### src/hdl/sdip_params.svh
// Purpose: constants for the serial converter input port
// Assumes: included by every design file of the block
// Notes: widths and the latch reset value; the port has no timing counts of its own
`ifndef SDIP_PARAMS_SVH
`define SDIP_PARAMS_SVH
`define SDIP_WORD_BITS 16
`define SDIP_SYNC_STAGES 2
`define SDIP_LATCH_RESET 16'h0000
`endif

### src/hdl/sdip_pkg.sv
// Purpose: types shared by the serial converter input port
// Assumes: sdip_params.svh holds the widths
// Notes: word is twos complement, sign bit first on the wire
`include "sdip_params.svh"
package sdip_pkg;
	typedef logic [`SDIP_WORD_BITS-1:0] sdip_word_type;
	typedef struct packed {
		logic bit_clk;
		logic data;
		logic load;
	} sdip_pins_type;
	typedef struct packed {
		sdip_pins_type s1;
		sdip_pins_type s2;
	} sdip_sync_type;
	typedef struct packed {
		sdip_pins_type prev;
		sdip_word_type shift;
		sdip_word_type latch;
		logic loaded;
	} sdip_state_type;
endpackage

### src/hdl/sdip_port.sv
// Purpose: serial input port and input latch of a 16-bit converter
// Assumes: bit clock well below sys_clk_i/4 (320 ns period in bench)
// Notes: reset exists only for simulation; the latch starts at midscale
`timescale 1ns/100ps
`include "sdip_params.svh"
module sdip_port
	import sdip_pkg::*;
(
	input wire logic sys_clk_i,
	input wire logic reset_n_i,
	input wire logic bit_clk_i,
	input wire logic serial_data_i,
	input wire logic word_load_strobe_i,
	output sdip_word_type dac_code_o,
	output logic dac_midscale_o,
	output logic word_loaded_o
);
	sdip_pins_type pins_raw;
	sdip_pins_type pins;
	sdip_state_type st_q;
	sdip_state_type st_d;
	logic clk_fall;
	logic load_fall;

	assign pins_raw.bit_clk = bit_clk_i;
	assign pins_raw.data = serial_data_i;
	assign pins_raw.load = word_load_strobe_i;

	sdip_sync u_sync (
		.sys_clk_i(sys_clk_i),
		.reset_n_i(reset_n_i),
		.pins_i(pins_raw),
		.pins_o(pins)
	);

	// data passes the same two stages as the clock, so it stays aligned
	assign clk_fall = st_q.prev.bit_clk & ~pins.bit_clk;
	assign load_fall = st_q.prev.load & ~pins.load;

	always_comb begin
		st_d = st_q;
		st_d.prev = pins;
		st_d.loaded = 1'b0;
		if (clk_fall) begin
			st_d.shift = {st_q.shift[`SDIP_WORD_BITS-2:0], pins.data};
		end
		// strobe takes the word before any bit arriving in the same cycle
		if (load_fall) begin
			st_d.latch = st_q.shift;
			st_d.loaded = 1'b1;
		end
	end

	always_ff @(posedge sys_clk_i) begin
		if (!reset_n_i) begin
			st_q.prev <= '1;
			st_q.shift <= '0;
			st_q.latch <= `SDIP_LATCH_RESET;
			st_q.loaded <= 1'b0;
		end else begin
			st_q <= st_d;
		end
	end

	assign dac_code_o = st_q.latch;
	assign dac_midscale_o = (st_q.latch == '0);
	assign word_loaded_o = st_q.loaded;
endmodule

### src/hdl/sdip_sync.sv
// Purpose: two-stage synchroniser for the three serial pins
// Assumes: pins are asynchronous to sys_clk_i
// Notes: first stage is read only by the second
`timescale 1ns/100ps
`include "sdip_params.svh"
module sdip_sync
	import sdip_pkg::*;
(
	input wire logic sys_clk_i,
	input wire logic reset_n_i,
	input wire sdip_pins_type pins_i,
	output sdip_pins_type pins_o
);
	sdip_sync_type sync_q;
	sdip_sync_type sync_d;

	always_comb begin
		sync_d = sync_q;
		sync_d.s1 = pins_i;
		sync_d.s2 = sync_q.s1;
	end

	// idle levels high so no false falling edge after reset
	always_ff @(posedge sys_clk_i) begin
		if (!reset_n_i) begin
			sync_q <= '1;
		end else begin
			sync_q <= sync_d;
		end
	end

	assign pins_o = sync_q.s2;
endmodule

### config.mk
export PLATFORM = sky130hd
export DESIGN_NAME = sdip_port
export DESIGN_NICKNAME = d
export VERILOG_FILES = /design/src/hdl/sdip_pkg.sv /design/src/hdl/sdip_port.sv /design/src/hdl/sdip_sync.sv
export VERILOG_INCLUDE_DIRS = /design/src /design/src/hdl
export SDC_FILE = /design/constraint.sdc
export NUM_CORES = 1
export LEC_CHECK = 0
export BUFFER_PORTS_ARGS = -buffer_cell sky130_fd_sc_hd__buf_2
export CORE_ASPECT_RATIO = 1.1
export CORE_MARGIN = 1.5
export CORE_UTILIZATION = 45
export CTS_BUF_LIST = sky130_fd_sc_hd__clkbuf_8
export CTS_CLUSTER_SIZE = 16
export DETAILED_ROUTE_END_ITERATION = 7
export RECOVER_POWER = 25
export SETUP_SLACK_MARGIN = 0.2
export SLEW_MARGIN = 20
export SYNTH_ARGS = -nofsm -noshare
export SYNTH_HDL_FRONTEND = slang
export SYNTH_SLANG_ARGS = --single-unit
### constraint.sdc
create_clock -name sys_clk_i -period 2.5 [get_ports sys_clk_i]
set_clock_uncertainty 0.05 [all_clocks]
set_input_delay 0.5 -clock sys_clk_i [delete_from_list [all_inputs] [get_ports sys_clk_i]]
set_output_delay 0.5 -clock sys_clk_i [all_outputs]
set_load 0.01 [all_outputs]
==> results of run 1 <==
==> cell usage in the layout, fill, tap and decap left out <==
cell type,n
nand2_2,10
buf_4,1
dfxtp_1,41
a21boi_1,11
nand2b_1,9
bufinv_16,1
and2b_1,1
clkbuf_1,1
nor2b_1,1
a21boi_2,10
a21boi_0,11
clkinvlp_4,1
clkbuf_8,6
and4_1,1
nand2_1,54
nor4_1,4
nor2_1,1
buf_2,21
inv_1,1
nand2b_2,1
==> worst register-to-register path, delay by kind of cell, from the launching register on <==
kind               cells  cell delay [ns]
and+or+nand+nor        2             0.80
DFF                    1             0.32
AOI/OAI and AO/OA      1             0.14
==> state kept, by name (all words and copies together), names as in the netlist <==
name           flops
st_q              18
dac_code_o        16
u_sync.sync_d      3
word_loaded_o      1
u_sync.pins_o      3
==> metal layers <==
layer	track usage (%)	vias to the layer above
met5	0	-
met4	7.18	0
met3	5.36	7
met2	23.3	27
met1	16.2	494
li1	-	571
==> area by class of cell <==
type / instances / area share, %
clock buffers: 6 / 4.63
clock inverters: 2 / 2.11
inverters: 1 / 0.211
multi-input cells: 114 / 37.0
flip-flops and latches: 41 / 46.0
well taps: 50 / 3.51
repair buffers: 23 / 6.53
==> kinds of logic (layout without fill, tap and decap cells) <==
group	count (synthesis)	after routing	synth area share (%)
AND/OR/NAND/NOR	82	82	22.4
flip-flops	41	41	48.2
AO/OA/AOI/OAI	32	32	16.3
buffers and inverters	29	32	13.1
==> per-stage QoR <==
step           hold WS, ns  total power [uW]  instances  util (%)
6_report             0.334              1250        237      49.2
5_1_grt              0.326              1310        237      49.2
4_1_cts              0.324              1270        237      49.2
3_5_place_dp         0.346               718        229      45.9
3_3_place_gp         0.339               717        229      45.9
2_1_floorplan        0.336               718        184         -
==> path summary, 6_finish.rpt <==
path | startpoint | endpoint | slack [ns] | cells after the start
worst min-delay path | word_load_strobe_i | u_sync.sync_d[0]$_SDFF_PN1_ | 0.33 | 2
worst max-delay path | dac_code_o[10]$_SDFFE_PN0P_ | dac_midscale_o | 0.67 | 3
worst max register to register | u_sync.pins_o[0]$_SDFF_PN1_ | dac_code_o[4]$_SDFFE_PN0P_ | 1.14 | 3
worst min register to register | u_sync.sync_d[0]$_SDFF_PN1_ | u_sync.pins_o[0]$_SDFF_PN1_ | 0.36 | 1
==> report_power, final <==
part           switching (uW)  total, uW  internal (uW)
Clock                     224        549            324
Sequential               2.45        662            659
Combinational            23.2       40.1           16.9
==> metrics.cfg, run 1 <==
[floorplanning]
num_rows = 23
core_mm2 = 0.00363
initial_core_util_pct = 47.0
die_y_um = 67.5
fp.dieW_um = 61.7
ios = 23
die_area_mm2 = 0.00417

[cts]
cts_hold_repair.buffers = 0
cts_buffers = 5
htreeDepth = 2
root_buffer = clkbuf_8
clkLatencyLatePin_ns = 0.29
clk_path_buf_depth = 2
ctsResizeCount = 0
clk_pin_slew_worst_paths_ns = 0.08
cts_tree = yes
cts_num_sinks = 41
postCtsSetupRepairBufs = 0

[grt]
grt_max_degree = 41
grt.total_usage_pct = 14.3
grt_pass1_vias = 1030
gr-total-overflow = 0
grt_first_pass_wirelength_um = 4350
antenna_found_initial = 0

[sta]
maxSlewHeadroom_pct = 9.26
drv_slew = 0
period_share_pct = 73.1
rsz0062_at_grt = false
timing.final.ws_setup_ns = 0.673
finalHoldViolCount = 0
setup_violations = 0
tightest_slew_ns = 1.36
setup_tns_ns = 0
fin_crit_ns = 1.83
max_freq_mhz = 547

[yosys]
netlist_area_mm2 = 0.00170
synth.area.top_cells = dfxtp_1 48%, nand2_1 12%, buf_4 8.8%, a21boi_1 7.0%, a21boi_2 6.6%
synth_edf_count = 0
synth_top_area_share_pct = 48.2
netlist_top_cells_count = 54 x nand2_1, 41 x dfxtp_1, 20 x buf_4
yosysWarnings = 0
yosysTopAreaCell = dfxtp_1
yosysMostFrequentCell = nand2_1
synthesis.nets = 189
seq_area_frac_synth_pct = 48.2
synthArstFlopShare_pct = 0
synth_top_flop_cell = dfxtp_1
ys_types = 19
ys_ff_latch = 41
synthCells = 184
syn_avg_cell_area_um2 = 9.26

[routing]
wl_met2_um = 1120
drt_wl_total_um = 2510
ant_nets = 0
drc = 0
wl_met1_um = 1180
wl_per_cell_um = 10.6
drtIter0Drc = 30
drt_pass1_iterations = 4
vias = 1099
met3_length_um = 148
top_layer = met4
vias_per_cell = 4.64

[critical_path]
path_cells = nor4_1 -> and4_1 -> buf_2
cp-end-kind = output port
start_kind = flop
crit_arrival_ns = 1.28
cp.required_ns = 1.95
criticalPathCategory = flop to output port
slowest_stage = dfxtp_1
path_buf_inv = 1
cpPeakStageDelay_ns = 0.32
worstPathMaxFanout = 3
crit_family = simple AND/OR/NAND/NOR gates

[cells_and_area]
drive_gt1_share_pct = 27.3
ff_latch_area_um2 = 821
area.growth.synth_to_final_pct = 4.63
num-nets-final = 191
multiInputGateArea_um2 = 659
num-fill-cells = 362
final_area_mm2 = 0.00178
diodes = 0

[outcome]
status = complete, no violations

[power_and_ir_drop]
p_per_area_mw_per_mm2 = 702
peakVddDrop_mv = 0.384
p_leak_uw = 0.000660

[place]
dp_slack_ns = 0.954
port_buffers = 22
place_congestion = 0.701
dp_hpwl_um = 1720
post_dp_cell_area_mm2 = 0.00166

[min_path]
min_path_type = input pin to flop

[job]
max_cap_viol_count = 0

No activity file was read; power rests on OpenSTA's default activity.
==> inputs of run 2 (changes only) <==
--- a/config.mk
+++ b/config.mk
@@ -13,6 +13,7 @@
 export CTS_BUF_LIST = sky130_fd_sc_hd__clkbuf_8
 export CTS_CLUSTER_SIZE = 16
 export DETAILED_ROUTE_END_ITERATION = 7
+export PLACE_DENSITY = 0.67
 export RECOVER_POWER = 25
 export SETUP_SLACK_MARGIN = 0.2
 export SLEW_MARGIN = 20
==> constraint.sdc (replaced) <==
create_clock -name sys_clk_i -period 1.6 [get_ports sys_clk_i]
set_clock_uncertainty 0.05 [all_clocks]
set_input_delay 0.32 -clock sys_clk_i [delete_from_list [all_inputs] [get_ports sys_clk_i]]
set_output_delay 0.32 -clock sys_clk_i [all_outputs]
set_load 0.01 [all_outputs]
==> run 2 against run 1 <==
  * Worst setup slack got worse by 0.67 ns
  * Sequential power is 56% higher
  * Core utilization increased by 1.6 points
  * Global-route usage rose by 0.20 points
  * Non-clock buffer count rose by 4
  * Sequential share of layout area is 1.1 points lower
  * Count of clock-buffer cells in the layout down 1
  * Cell area increased by 3.2%
  * Die area did not move
  * Critical endpoint unchanged
  * Largest cell class unchanged
==> metrics.cfg, run 2 (synthesis results as in run 1) <==
[cts]
cts_num_sinks = 41  ; unchanged
clkLatencyLatePin_ns = 0.29  ; about the same
cts_buffers = 5  ; unchanged
cts_hold_repair.buffers = 0  ; unchanged
cts_tree = yes
htreeDepth = 2  ; unchanged
clk_pin_slew_worst_paths_ns = 0.08  ; about the same
root_buffer = clkbuf_8
clk_path_buf_depth = 2  ; unchanged

[critical_path]
criticalPathCategory = flop to output port
start_kind = flop
cp.required_ns = 1.23  ; -0.72 ns
crit_arrival_ns = 1.23  ; -0.05 ns
rrSetupSlack_ns = 0.42  ; -0.72 ns
cp-end-kind = output port
worstPathMaxFanout = 2  ; -1

[grt]
gr-total-overflow = 0  ; unchanged
grt.total_usage_pct = 14.5  ; +0.20 points
grt_first_pass_wirelength_um = 4380  ; +0.78%
antenna_found_initial = 0  ; unchanged
grt_pass1_vias = 1054  ; +2.3%
grt_max_degree = 41  ; unchanged

[routing]
drtIter0Drc = 51  ; +70%
drt_pass1_iterations = 4  ; unchanged
drc = 0  ; unchanged
ant_nets = 0  ; unchanged
wl_per_cell_um = 10.8  ; +1.8%
drt_wl_total_um = 2590  ; +3.1%
vias_per_cell = 4.64  ; about the same
vias = 1114  ; +1.4%

[cells_and_area]
area.growth.synth_to_final_pct = 7.93
drive_gt1_share_pct = 31.6  ; +4.3 points
multiInputGateArea_um2 = 697  ; +5.7%
utilization_pct = 50.7  ; +1.6 points
layout_commonest_cell = nand2_1
ff_latch_area_um2 = 827  ; +0.76%
max_flop_register = st_q
num-fill-cells = 362  ; unchanged
most-common-layout-cells = 58 x nand2_1, 36 x dfxtp_1, 21 x buf_2
num-nets-final = 195  ; +2.1%
diodes = 0  ; unchanged
largest_reg_flops = 18  ; unchanged

[sta]
setup_violations = 0  ; unchanged
rsz0062_at_grt = true
fin_crit_ns = 1.60
maxSlewHeadroom_pct = 58.8  ; +50 points
drv_slew = 0  ; unchanged
max_freq_mhz = 627
setup_tns_ns = 0  ; unchanged
worst_hold_slack_ns = 0.154  ; -0.179 ns
finalHoldViolCount = 0  ; unchanged
tightest_slew_ns = 0.618  ; -0.743 ns
period_share_pct = 99.7

[floorplanning]
fp.dieW_um = 61.7  ; unchanged
die_area_mm2 = 0.00417  ; unchanged
core_mm2 = 0.00363  ; unchanged
ios = 23  ; unchanged
initial_core_util_pct = 47.0  ; unchanged
die_y_um = 67.5  ; unchanged
num_rows = 23  ; unchanged

[place]
dp_hpwl_um = 1760  ; +2.7%
port_buffers = 22  ; unchanged
place_congestion = 0.695  ; -0.74%

[power_and_ir_drop]
peakVddDrop_mv = 0.457  ; +19%
p_per_area_mw_per_mm2 = 1030  ; +46%
p_leak_uw = 0.000704  ; +6.6%

[min_path]
min_path_type = input pin to flop

[outcome]
status = complete, no violations

[job]
max_cap_viol_count = 0  ; unchanged

[run 2: timing repair]
action	4_1_cts	5_1_grt
gates cloned	0	0
resized for setup	6	6
setup buffers	2	0
pin swaps	3	3
endpoints found under the setup margin	1	2
[run 2: metrics by stage]
step           cells  setup WS (ns)  power, uW  cell area [um^2]
6_report         240        0.00497       1890              1840
5_1_grt          240        -0.0752       1960              1840
4_1_cts          240        -0.0221       1910              1830
3_5_place_dp     231          0.189       1120              1680
3_3_place_gp     231          0.236       1120              1680
2_1_floorplan    184          0.445       1120              1700
[run 2: routing by layer]
| metal | GRT usage, % | part of all wire (%) | vias to the layer above |
|---|---|---|---|
| li1 | - | - | 576 |
| met3 | 5.75 | 5.1 | 7 |
| met5 | 0 | 0 | - |
| met1 | 15.9 | 46 | 506 |
| met4 | 6.38 | 1.9 | 0 |
| met2 | 24.5 | 47 | 25 |
[run 2: worst max-delay path, stage by stage (launching register included)]
cell and delay [ns]:
dfxtp_2 0.34, nor4_4 0.26, and4_1 0.20, buf_2 0.12
[run 2: area by class of cell]
| type | instances | area share, % |
|---|---|---|
| Clock buffer | 5 | 3.74 |
| Clock inverter | 2 | 1.90 |
| Inverter | 1 | 0.204 |
| Multi-Input combinational cell | 114 | 37.9 |
| Sequential cell | 41 | 45.0 |
| Tap cell | 50 | 3.40 |
| Timing Repair Buffer | 27 | 7.89 |
[run 2: worst paths after layout]
| path | from | endpoint | cells past startpoint |
|---|---|---|---|
| worst max register to register | u_sync.pins_o[0]$_SDFF_PN1_ | dac_code_o[9]$_SDFFE_PN0P_ | 4 |
| worst min register to register | u_sync.sync_d[1]$_SDFF_PN1_ | u_sync.pins_o[1]$_SDFF_PN1_ | 1 |
| worst max-delay path | dac_code_o[13]$_SDFFE_PN0P_ | dac_midscale_o | 3 |
| worst min-delay path | bit_clk_i | u_sync.sync_d[2]$_SDFF_PN1_ | 2 |
[run 2: where the power goes]
group	internal, uW	total, uW	switching (uW)
Combinational	28.3	63.9	35.6
Clock	453	788	335
Sequential	1030	1030	4.10
Total	1510	1890	374
